**src/core/pwmofl_map.svh**
```systemverilog
// Register map, field positions, reset values and codes for the PWM output stage
`ifndef PWMOFL_MAP_SVH
`define PWMOFL_MAP_SVH

// Byte addresses of the APB registers
`define PWMOFL_OFS_FCFG     8'h00
`define PWMOFL_OFS_CTRL0    8'h04
`define PWMOFL_OFS_CTRL1    8'h08
`define PWMOFL_OFS_STATE    8'h0c
`define PWMOFL_OFS_DUTY0    8'h10
`define PWMOFL_OFS_PERIOD   8'h20
`define PWMOFL_OFS_IRQ_ST   8'h24
`define PWMOFL_OFS_IRQ_MASK 8'h28

// Fault configuration bits
`define PWMOFL_FCFG_EN      0
`define PWMOFL_FCFG_MODE    1
`define PWMOFL_FCFG_STAT    2
`define PWMOFL_FCFG_BRK     7

// Control register fields
`define PWMOFL_CTRL0_EN_LSB 4
`define PWMOFL_CTRL0_EN_MSB 6
`define PWMOFL_CTRL1_LOCK   1

// Reset values
`define PWMOFL_PIN_EN_OFF   3'h0
`define PWMOFL_PIN_EN_ALL   3'h4
`define PWMOFL_FCFG_RST     8'h00
`define PWMOFL_SYNC_IDLE    3'h7

// Buffered word slots: four duty words then the period word
`define PWMOFL_NUM_BUF      5
`define PWMOFL_BUF_W        12
`define PWMOFL_PERIOD_SLOT  3'h4

// Interrupt status bits
`define PWMOFL_IRQ_FAULT    0
`define PWMOFL_IRQ_BRK      1

`endif

```
**src/core/pwmofl_pkg.sv**
```systemverilog
// Types shared by the PWM output stage
package pwmofl_pkg;

  // Whole state of the output stage, registered in one process
  typedef struct packed {
    logic [2:0]       fsync;       // Fault pin synchroniser chain
    logic             fault_lvl;   // Filtered fault level, 1 = asserted
    logic             cfg_brk;     // Breakpoint acts as fault
    logic             cfg_mode;    // 0 latched, 1 cycle-by-cycle
    logic             cfg_en;      // Fault input enabled
    logic             fault_stat;  // Sticky fault status
    logic             fault_block; // Outputs held inactive to period start
    logic [2:0]       pin_en;      // Pin pair enable field
    logic             strap_done;  // Reset strap already applied
    logic             lockout;     // Update lockout
    logic [4:0][11:0] buf_word;    // Software buffers
    logic [4:0][11:0] act_word;    // Active compare values
    logic [1:0]       irq_st;      // Sticky interrupt status
    logic [1:0]       irq_mask;    // Interrupt mask
    logic             irq;         // Registered interrupt level
    logic             fault_prev;  // Edge detect for fault event
    logic             brk_prev;    // Edge detect for breakpoint event
    logic [5:0]       pin_out;     // Pin output levels
    logic [5:0]       pin_oe;      // Pin output enables
    logic [31:0]      prdata;      // Read data captured at setup
  } pwmofl_state_t;

endpackage

```
**src/core/pwmofl_top.sv**
```systemverilog
// PWM output stage: polarity, pin enable, fault lockout and update lockout
//
// Added by the designer: the placing of the registers and the APB slave port.
`include "pwmofl_map.svh"
`timescale 1ns/1ps
`default_nettype none

module pwmofl_top
(
  input  wire logic        pclk,
  input  wire logic        presetn,
  input  wire logic        psel,
  input  wire logic        penable,
  input  wire logic        pwrite,
  input  wire logic [7:0]  paddr,
  input  wire logic [31:0] pwdata,
  output var  logic [31:0] prdata,
  output logic             pready,
  output logic             pslverr,
  input  wire logic [5:0]  pwm_raw,
  input  wire logic        period_start,
  input  wire logic        fault_in_n,
  input  wire logic        breakpoint,
  input  wire logic        high_side_polarity,
  input  wire logic        low_side_polarity,
  input  wire logic        reset_pin_function_select,
  input  wire logic [5:0]  port_latch,
  input  wire logic [5:0]  pin_direction_latch,
  output var  logic [5:0]  pin_out,
  output var  logic [5:0]  pin_oe,
  output var  logic [47:0] active_duty,
  output var  logic [11:0] active_period,
  output var  logic        irq
);

  pwmofl_pkg::pwmofl_state_t st;      // Current state
  pwmofl_pkg::pwmofl_state_t next_st; // Next state

  logic       wr_acc;       // Write in access phase
  logic       rd_setup;     // Read in setup phase
  logic       fault_active; // Enabled, synchronised fault
  logic       brk_active;   // Enabled breakpoint fault
  logic       force_off;    // Pins forced inactive
  logic [5:0] pol;          // Per-pin inversion
  logic [5:0] pair_on;      // Per-pin PWM ownership
  logic [5:0] drive;        // Active-high drive before polarity

  // Address decode shared by read mux and error answer
  function automatic logic addr_ok(input logic [7:0] a);
    addr_ok = (a == `PWMOFL_OFS_FCFG) || (a == `PWMOFL_OFS_CTRL0) ||
              (a == `PWMOFL_OFS_CTRL1) || (a == `PWMOFL_OFS_STATE) ||
              (a >= `PWMOFL_OFS_DUTY0 && a <= `PWMOFL_OFS_PERIOD && a[1:0] == 2'h0) ||
              (a == `PWMOFL_OFS_IRQ_ST) || (a == `PWMOFL_OFS_IRQ_MASK);
  endfunction

  // Buffer slot from a byte address in the duty/period window
  function automatic logic [2:0] slot_of(input logic [7:0] a);
    logic [7:0] d;
    d = a - `PWMOFL_OFS_DUTY0;
    slot_of = d[4:2];
  endfunction

  // Zero-wait slave; read data is captured in the setup cycle
  assign pready  = psel & penable;
  assign pslverr = psel & penable & ~addr_ok(paddr);
  assign wr_acc  = psel & penable & pwrite & addr_ok(paddr);
  assign rd_setup = psel & ~penable & ~pwrite;

  // Pin fault after synchronisation, breakpoint taken as is; no software step needed
  assign fault_active = st.cfg_en & st.fault_lvl;
  assign brk_active   = st.cfg_brk & breakpoint;
  assign force_off    = fault_active | brk_active | st.fault_block;

  // Odd pins are high side, even pins low side; zero means active-high
  assign pol = {high_side_polarity, low_side_polarity,
                high_side_polarity, low_side_polarity,
                high_side_polarity, low_side_polarity};

  // Pair p owns its pins when the field exceeds p; 1xx enables all
  always_comb
  begin
    for (int p = 0; p < 3; p++)
    begin
      pair_on[2*p]   = (st.pin_en > 3'(p)) | st.pin_en[2];
      pair_on[2*p+1] = (st.pin_en > 3'(p)) | st.pin_en[2];
    end
  end

  // Force inactive ahead of polarity so the inversion stays the last stage
  assign drive = force_off ? 6'h00 : pwm_raw;

  // Next-state logic for the whole block
  always_comb
  begin
    next_st = st;

    // Three-stage sync; a change counts when stages two and three agree
    next_st.fsync = {st.fsync[1:0], fault_in_n};
    if (st.fsync[1] == st.fsync[2])
    begin
      next_st.fault_lvl = ~st.fsync[2];
    end

    // Strap applied once after release, never inside the async reset
    if (!st.strap_done)
    begin
      next_st.strap_done = 1'b1;
      next_st.pin_en = reset_pin_function_select ? `PWMOFL_PIN_EN_OFF
                                                 : `PWMOFL_PIN_EN_ALL;
    end

    // Register writes
    if (wr_acc)
    begin
      unique case (paddr)
        `PWMOFL_OFS_FCFG:
        begin
          next_st.cfg_brk  = pwdata[`PWMOFL_FCFG_BRK];
          next_st.cfg_mode = pwdata[`PWMOFL_FCFG_MODE];
          next_st.cfg_en   = pwdata[`PWMOFL_FCFG_EN];
          // Writing zero clears status only once the pin is high
          if (!pwdata[`PWMOFL_FCFG_STAT] && !st.fault_lvl)
          begin
            next_st.fault_stat = 1'b0;
          end
        end
        `PWMOFL_OFS_CTRL0:
        begin
          next_st.pin_en = pwdata[`PWMOFL_CTRL0_EN_MSB:`PWMOFL_CTRL0_EN_LSB];
        end
        `PWMOFL_OFS_CTRL1:
        begin
          next_st.lockout = pwdata[`PWMOFL_CTRL1_LOCK];
        end
        `PWMOFL_OFS_IRQ_ST:
        begin
          // Write one to clear; set below still wins
          next_st.irq_st = st.irq_st & ~pwdata[1:0];
        end
        `PWMOFL_OFS_IRQ_MASK:
        begin
          next_st.irq_mask = pwdata[1:0];
        end
        `PWMOFL_OFS_STATE:
        begin
          // Read-only view, writes ignored
        end
        default:
        begin
          // Duty and period buffers
          next_st.buf_word[slot_of(paddr)] = pwdata[`PWMOFL_BUF_W-1:0];
        end
      endcase
    end

    // Cycle mode: status self-clears at period start once pin is high
    if (st.cfg_mode && period_start && !st.fault_lvl)
    begin
      next_st.fault_stat = 1'b0;
    end

    // Status set has priority over any clear
    if (fault_active)
    begin
      next_st.fault_stat = 1'b1;
    end

    // Blocking holds until a period start that meets the mode's condition
    if (fault_active || brk_active)
    begin
      next_st.fault_block = 1'b1;
    end
    else if (period_start && st.fault_block)
    begin
      if (st.cfg_mode || !st.fault_stat || !st.cfg_en)
      begin
        next_st.fault_block = 1'b0;
      end
    end

    // Unlocked buffers flow to the active words; the unlock cycle loads all
    if (!st.lockout)
    begin
      next_st.act_word = st.buf_word;
    end

    // Sticky interrupt events on rising fault sources
    next_st.fault_prev = fault_active;
    next_st.brk_prev   = brk_active;
    if (fault_active && !st.fault_prev)
    begin
      next_st.irq_st[`PWMOFL_IRQ_FAULT] = 1'b1;
    end
    if (brk_active && !st.brk_prev)
    begin
      next_st.irq_st[`PWMOFL_IRQ_BRK] = 1'b1;
    end
    next_st.irq = |(next_st.irq_st & next_st.irq_mask);

    // Pin stage: PWM owns enabled pairs, port controls the rest
    for (int i = 0; i < 6; i++)
    begin
      if (pair_on[i])
      begin
        next_st.pin_out[i] = drive[i] ^ pol[i];
        next_st.pin_oe[i]  = 1'b1;
      end
      else
      begin
        next_st.pin_out[i] = port_latch[i];
        next_st.pin_oe[i]  = pin_direction_latch[i];
      end
    end

    // Read mux, captured during the setup cycle
    if (rd_setup)
    begin
      next_st.prdata = 32'h0000_0000;
      unique case (paddr)
        `PWMOFL_OFS_FCFG:
        begin
          next_st.prdata[`PWMOFL_FCFG_BRK]  = st.cfg_brk;
          next_st.prdata[`PWMOFL_FCFG_STAT] = st.fault_stat;
          next_st.prdata[`PWMOFL_FCFG_MODE] = st.cfg_mode;
          next_st.prdata[`PWMOFL_FCFG_EN]   = st.cfg_en;
        end
        `PWMOFL_OFS_CTRL0:
        begin
          next_st.prdata[`PWMOFL_CTRL0_EN_MSB:`PWMOFL_CTRL0_EN_LSB] = st.pin_en;
        end
        `PWMOFL_OFS_CTRL1:
        begin
          next_st.prdata[`PWMOFL_CTRL1_LOCK] = st.lockout;
        end
        `PWMOFL_OFS_STATE:
        begin
          next_st.prdata[2:0] = {force_off, brk_active, st.fault_lvl};
        end
        `PWMOFL_OFS_IRQ_ST:
        begin
          next_st.prdata[1:0] = st.irq_st;
        end
        `PWMOFL_OFS_IRQ_MASK:
        begin
          next_st.prdata[1:0] = st.irq_mask;
        end
        default:
        begin
          // Buffers read back; unmapped addresses read zero
          if (addr_ok(paddr))
          begin
            next_st.prdata[`PWMOFL_BUF_W-1:0] = st.buf_word[slot_of(paddr)];
          end
        end
      endcase
    end
  end

  // State register; constants only under reset
  always_ff @(posedge pclk or negedge presetn)
  begin
    if (!presetn)
    begin
      st             <= '0;
      st.fsync       <= `PWMOFL_SYNC_IDLE;
      st.pin_en      <= `PWMOFL_PIN_EN_OFF;
    end
    else
    begin
      st <= next_st;
    end
  end

  // Outputs straight from flip-flops
  assign prdata        = st.prdata;
  assign pin_out       = st.pin_out;
  assign pin_oe        = st.pin_oe;
  assign irq           = st.irq;
  assign active_duty   = {st.act_word[3], st.act_word[2], st.act_word[1], st.act_word[0]};
  assign active_period = st.act_word[`PWMOFL_PERIOD_SLOT];
endmodule

`default_nettype wire

```
**config.mk**
```make
export PLATFORM = sky130hd
export DESIGN_NAME = pwmofl_top
export DESIGN_NICKNAME = d
export VERILOG_FILES = /design/src/core/pwmofl_pkg.sv /design/src/core/pwmofl_top.sv
export VERILOG_INCLUDE_DIRS = /design/src /design/src/core
export SDC_FILE = /design/constraint.sdc
export NUM_CORES = 1
export LEC_CHECK = 0
export ABC_AREA = 1
export BUFFER_PORTS_ARGS = -buffer_cell sky130_fd_sc_hd__buf_2
export CAP_MARGIN = 30
export CORE_MARGIN = 3
export CORE_UTILIZATION = 58
export DETAILED_ROUTE_END_ITERATION = 10
export GPL_ROUTABILITY_DRIVEN = 0
export MAX_ROUTING_LAYER = met4
export PLACE_DENSITY = 0.88
export SYNTH_ARGS = -nofsm -noshare
export SYNTH_HDL_FRONTEND = slang
export SYNTH_SLANG_ARGS = --single-unit
```
**constraint.sdc**
```tcl
create_clock -name pclk -period 3.6 [get_ports pclk]
set_clock_uncertainty 0.15 [all_clocks]
set_input_delay 0.18 -clock pclk [delete_from_list [all_inputs] [get_ports pclk]]
set_output_delay 0.18 -clock pclk [all_outputs]
set_load 0.1 [all_outputs]
```
==> results of run 1 <==
[layer usage]
metal | GRT usage, % | up-vias | part of all wire [%]
li1 | - | 3000 | -
met1 | 38.3 | 3178 | 37
met5 | - | - | 0
met4 | 15.7 | 0 | 5.7
met3 | 5.81 | 124 | 10
met2 | 47.0 | 491 | 47
[power groups by stage]
stage	Clock (uW)	Sequential, uW	Combinational (uW)
6_report	1950	1920	580
5_1_grt	2030	1930	609
4_1_cts	1940	1920	569
3_5_place_dp	0	1950	528
3_3_place_gp	0	1950	520
2_1_floorplan	0	1950	436
[registers in the layout, indices dropped and copies added, names as in the netlist]
signal         cells
active_period     12
st                78
prdata            12
pin_oe             6
next_st            2
pin_out            6
active_duty       48
irq                1
[tightest hold or removal path, stage by stage]
cell and delay, ns:
buf_2 0.10, inv_1 0.06, nor3_2 0.10, nand2_1 0.11
nand2_1 0.05
[per-stage QoR]
stage                     cell area, um^2  setup slack (ns)  power (uW)  hold slack [ns]
after detailed placement             7950              1.02        2480            0.136
after CTS                            8930              1.19        4430          0.00965
after global routing                 8940              1.01        4560           0.0640
final                                8940              1.06        4460           0.0557
after floorplan                      7930              1.20        2390           -0.266
after global placement               7950              1.11        2470            0.131
[cells in the final DEF (no fill, tap or decap), types with 2 or more instances in the layout]
master and n:
o21ai_0 66, clkbuf_16 17, clkbuf_8 2, conb_1 21, a31oi_1 3, o22ai_1 4, nand4_1 2, dlygate4sd3_1 35
clkinv_2 4, a21oi_1 26, o211ai_1 2, clkinv_4 2, xor2_1 5, buf_2 134, nor3_2 3, nor2_4 3
dfstp_2 3, dfrtp_1 161, nand2_1 390, clkinvlp_4 3, bufinv_16 4, nor2_1 38, or2_2 6, buf_4 3
a22oi_1 4, inv_1 75, nand3_1 17, o21bai_1 3, nor2_2 8, nand2_2 2
[layout make-up]
cell class | instances | area, um^2
repair buffers | 174 | 1070
well taps | 172 | 215
flip-flops and latches | 165 | 4130
diodes | 1 | 2.50
clock inverters | 13 | 180
inverters | 76 | 285
clock buffers | 19 | 453
fillers | 961 | 3990
multi-input cells | 607 | 2590
[what timing repair did]
| item | CTS | global route |
|---|---|---|
| hold buffers | 35 | 0 |
| setup buffers | 0 | 0 |
| hold endpoints to repair | 166 | 0 |
[logic make-up (layout without fill, tap and decap cells)]
kind of cell	count (synthesis)	after routing	synth area share, %
AO/OA/AOI/OAI	111	111	7.60
XOR/XNOR	5	5	0.557
buffers and inverters	207	282	15.3
flip-flops	165	165	52.6
other	2	22	0.0956
AND/OR/NAND/NOR	470	470	23.8
[path summary, 6_finish.rpt]
kind	end	slack, ns	cells past startpoint
max	pin_out[4]	1.06	7
min	prdata[1]	0.06	5
max reg2reg	pin_out[4]	1.06	7
min reg2reg	next_st[184]	0.20	0
max in group asynchronous	st[184]	2.16	3
min in group asynchronous	active_duty[34]	0.22	2
==> run summary, run 1 <==
Outcome: complete, no violations
Layout cells sized above 1: 18.8%
Vias: 6793
H-tree depth: 4
Initial Util: 60.8%
Crit path from: st[181]
Final Core Density: 69.1%
Power Density: 499 nW/um^2
Critical Path Source Type: flop
Sw Share: 28.2%
CTS sink cnt: 165
Fin cells: 1227
CTS Buffer Depth: 2
Io pins: 176
Gr usage total: 30.4%
RR Startpoint: st[181]
Pleak: 0.00485 uW
Synth top area share: 51.6%
Slew margin rel.: 48.4%
Reg power frac: 43.2%
CP max-delay cell: dlygate4sd3_1
Largest net degree at the start of global routing: 85
Avg Inst Size Synth: 8.18 um^2
PortBufs: 135
CP most frequent cell: nand2_1
CTS tree: built
Clk pin slew, worst setup/hold paths: 0.07 ns
Area contributors post-synth: dfrtp_1, nand2_1, buf_4, o21ai_0, inv_1
Worst Tran Pin Value: 0.774 ns
Clk_lat worst skew: 0.44 ns
Crit Path Category: reg -> reg
Final wirelength: 21500 um
Final #Nets: 1110
CP Max Fanout: 9
Worst VDD drop: 0.000301 V
Async SR Flop Fraction: 100%
Cells along the critical path: nand2_1, inv_1, nor3_2, nand2_1, xor2_1, o21ai_0, dlygate4sd3_1
Seq cells post-synth: 165
Routed Antenna Nets: 0
Comb power frac: 13.0%
HPWL after DPL: 13600 um
Yosys top cell by area: dfrtp_1
Vias per cell: 5.54
Setup TNS: 0 ns
Crit path time final: 2.54 ns
Fmax: 0.394 GHz
Die area: 15000 um^2
Syn. warnings: 0
Crit path required time: 3.83 ns
Post-synth cell types: 30
Initial antenna violation count: 1
Synth top cells by count: nand2_1, dfrtp_1, buf_4
First-pass GRT wire length: 33500 um
Die Ht: 122 um
Initial DRC Count: 962
Post-Syn Area: 7860 um^2
Crit path DAT: 2.76 ns
Num CTS Buffers: 17
RSZ-0062 raised after global routing: false
Most used DFF post-synth: dfrtp_1
Internal power: 3200 uW
Register area share after synthesis: 52.6%
Core Rows: 41
Worst path bufs/invs: 2
Endpoints failing setup: 0
Most numerous cell in the Yosys netlist: nand2_1
Clk network pwr share: 43.8%
Hold Path Class: in -> reg
Max-Cap Viols: 0
Total grt overflow: 0
Number of synthesized flops with an enable pin: 0
Core area: 12900 um^2
Chip Width: 122 um
Post-route DRC violation count: 0
Synthesized instance count: 960
Final Max Tran Viols: 0
Vias in the first global route: 6506
Endpoint class of the critical path: flop
Post-CTS sizing: 0
Sw power: 1250 uW
Area added between synthesis and finish: 13.8%
Final hold vios: 0
Fin crit share: 70.4%
Root Driver: clkbuf_16
Drt wl/cell: 17.5 um
Placed insts: 1159
CP peak stage delay: 0.59 ns
DRT Pass-1 Iters: 6
Hold_sp: psel
Cell family with most CP delay: simple AND/OR/NAND/NOR gates
No activity file was read; power rests on OpenSTA's default activity.
==> run 2, diff against run 1 <==
--- a/config.mk
+++ b/config.mk
@@ -10,11 +10,11 @@
 export BUFFER_PORTS_ARGS = -buffer_cell sky130_fd_sc_hd__buf_2
 export CAP_MARGIN = 30
 export CORE_MARGIN = 3
-export CORE_UTILIZATION = 58
+export CORE_UTILIZATION = 49
 export DETAILED_ROUTE_END_ITERATION = 10
 export GPL_ROUTABILITY_DRIVEN = 0
 export MAX_ROUTING_LAYER = met4
-export PLACE_DENSITY = 0.88
+export PLACE_DENSITY = 0.79
 export SYNTH_ARGS = -nofsm -noshare
 export SYNTH_HDL_FRONTEND = slang
 export SYNTH_SLANG_ARGS = --single-unit
==> constraint.sdc (replaced) <==
create_clock -name pclk -period 2.3 [get_ports pclk]
set_clock_uncertainty 0.15 [all_clocks]
set_input_delay 0.115 -clock pclk [delete_from_list [all_inputs] [get_ports pclk]]
set_output_delay 0.115 -clock pclk [all_outputs]
set_load 0.1 [all_outputs]
==> run summary, run 2 (synthesized netlist as in run 1, its figures left out) <==
Antenna diodes: 0 (was 1)
Crit path required time: 2.47 ns (was 3.83 ns)
First-pass GRT wire length: 33400 um (was 33500 um)
Commonest non-fill, non-tap cell in the layout: nand2_1 (unchanged)
Vias per cell: 5.08 (was 5.54)
Final hold vios: 0 (unchanged)
Fill count: 1319 (was 961)
Crit Path Category: reg -> reg (unchanged)
Total grt overflow: 0 (unchanged)
Setup Slack @ Placement: 0.315 ns (was 1.02 ns)
Post-route DRC violation count: 0 (unchanged)
Cells along the critical path: nand2_1, inv_1, nor3_4, nand2_1, a21oi_1, a21oi_1, dlygate4sd3_1 (was nand2_1, inv_1, nor3_2, nand2_1, xor2_1, o21ai_0, dlygate4sd3_1)
Clk_lat worst skew: 0.43 ns (was 0.44 ns)
Comb power frac: 13.7% (was 13.0%)
Sw Share: 30.3% (was 28.2%)
Placed insts: 1212 (was 1159)
Sequential cell area: 4130 um^2 (unchanged)
HPWL after DPL: 14100 um (was 13600 um)
Design area: 9130 um^2 (was 8940 um^2)
Chip Width: 133 um (was 122 um)
Hold Path Class: in -> reg (unchanged)
Clk pin slew, worst setup/hold paths: 0.07 ns (about the same)
Die area: 17600 um^2 (was 15000 um^2)
Vias: 6538 (was 6793)
H-tree depth: 4 (unchanged)
PortBufs: 135 (unchanged)
Endpoint class of the critical path: flop (unchanged)
Initial Util: 50.9% (was 60.8%)
Final Max Tran Viols: 0 (unchanged)
Clk network pwr share: 41.4% (was 43.8%)
Die Ht: 133 um (was 122 um)
CP Max Fanout: 9 (unchanged)
Post-CTS Setup Inserts: 0 (unchanged)
Area added between synthesis and finish: 16.3% (was 13.8%)
Worst Tran Pin Value: 0.643 ns (was 0.774 ns)
Vias in the first global route: 6510 (was 6506)
Core Rows: 45 (was 41)
Gr usage total: 24.9% (was 30.4%)
Root Driver: clkbuf_16 (unchanged)
Hold slack: 0.0517 ns (was 0.0557 ns)
Area of the multi-input gates: 2600 um^2 (was 2590 um^2)
CP peak stage delay: 0.55 ns (was 0.59 ns)
Cell Area, Placed: 8130 um^2 (was 7950 um^2)
Io pins: 176 (unchanged)
Register bank with the most flops: st (unchanged)
Endpoints failing setup: 0 (unchanged)
Setup ws final: 0.187 ns (was 1.06 ns)
Outcome: complete, no violations (unchanged)
Largest net degree at the start of global routing: 60 (was 85)
CTS sink cnt: 165 (unchanged)
Crit path time final: 2.11 ns (was 2.54 ns)
Final #Nets: 1131 (was 1110)
Initial DRC Count: 690 (was 962)
Internal power: 4670 uW (was 3200 uW)
Most frequent cells in the layout: nand2_1, dfrtp_1, buf_2, inv_1, o21ai_0 (unchanged)
Sw power: 2030 uW (was 1250 uW)
Crit path DAT: 2.28 ns (was 2.76 ns)
Worst VDD drop: 0.000563 V (was 0.000301 V)
Num CTS Buffers: 17 (unchanged)
Core area: 15400 um^2 (was 12900 um^2)
CTS Buffer Depth: 2 (unchanged)
Reg power frac: 44.9% (was 43.2%)
Layout cells sized above 1: 19.7% (was 18.8%)
Initial antenna violation count: 0 (was 1)
Power Density: 734 nW/um^2 (was 499 nW/um^2)
CTS tree: built (unchanged)
RSZ-0062 raised after global routing: false (unchanged)
Routed Antenna Nets: 0 (unchanged)
Max reg flops: 78 (unchanged)
Drt wl/cell: 16.1 um (was 17.5 um)
Setup TNS: 0 ns (unchanged)
DRT Pass-1 Iters: 6 (unchanged)
Fin crit share: 91.9% (was 70.4%)
Max-Cap Viols: 0 (unchanged)
CP max-delay cell: dlygate4sd3_1 (unchanged)
Fin cells: 1286 (was 1227)
Final wirelength: 20700 um (was 21500 um)
Critical Path Source Type: flop (unchanged)
Pleak: 0.00492 uW (was 0.00485 uW)
Slew margin rel.: 57.0% (was 48.4%)
Fmax: 0.473 GHz (was 0.394 GHz)
## run 2: worst paths after layout
kind | slack (ns) | cells past startpoint | endpoint | from
setup / recovery | 0.19 | 7 | pin_out[3] | st[181]
min in group asynchronous | 0.48 | 3 | active_duty[28] | presetn
max in group asynchronous | 0.20 | 4 | active_period[3] | presetn
hold / removal | 0.05 | 6 | st[136] | paddr[2]
setup reg to reg | 0.19 | 7 | pin_out[3] | st[181]
hold reg to reg | 0.21 | 0 | next_st[184] | next_st[183]
## run 2: layout make-up
class,count,area share [%]
Multi-Input combinational cell,607,28.5
Timing Repair Buffer,195,14.0
Inverter,76,3.12
Clock buffer,17,4.66
Sequential cell,165,45.3
Clock inverter,15,1.66
Tap cell,211,2.89
## run 2: power groups by stage
stage,Combinational (uW),Clock [uW],Sequential (uW)
3_5_place_dp,841,0,3060
6_report,918,2770,3010
5_1_grt,967,2920,3010
4_1_cts,903,2790,3000
2_1_floorplan,683,0,3050
3_3_place_gp,831,0,3060
## run 2: stage by stage
stage               power (uW)  util, %
CTS                       6700     59.2
finish                    6700     59.2
floorplan                 3740        -
detailed placement        3900     52.7
global route              6900     59.2
global placement          3890     52.7
## run 2: timing repair
item,in CTS,in global routing
endpoints found under the setup margin,0,1
hold buffers,42,0
hold endpoints to repair,250,0
resized for setup,0,1
## run 2: worst max-delay path, delay by kind of cell (launching register included)
kind                   cells  cell delay [ns]
DFF                        1             0.43
AOI/OAI and AO/OA          2             0.20
buffers and inverters      2             0.64
and+or+nand+nor            3             0.58
## run 2: per-layer routing
metal | vias up | GRT usage (%) | wire length (um) | part of all wire, %
met3 | 65 | 5.86 | 1460 | 7.0
met5 | - | - | 0 | 0
met4 | 0 | 9.53 | 649 | 3.1
met1 | 3102 | 31.1 | 8520 | 41
li1 | 3055 | - | - | -
met2 | 316 | 39.5 | 10100 | 49
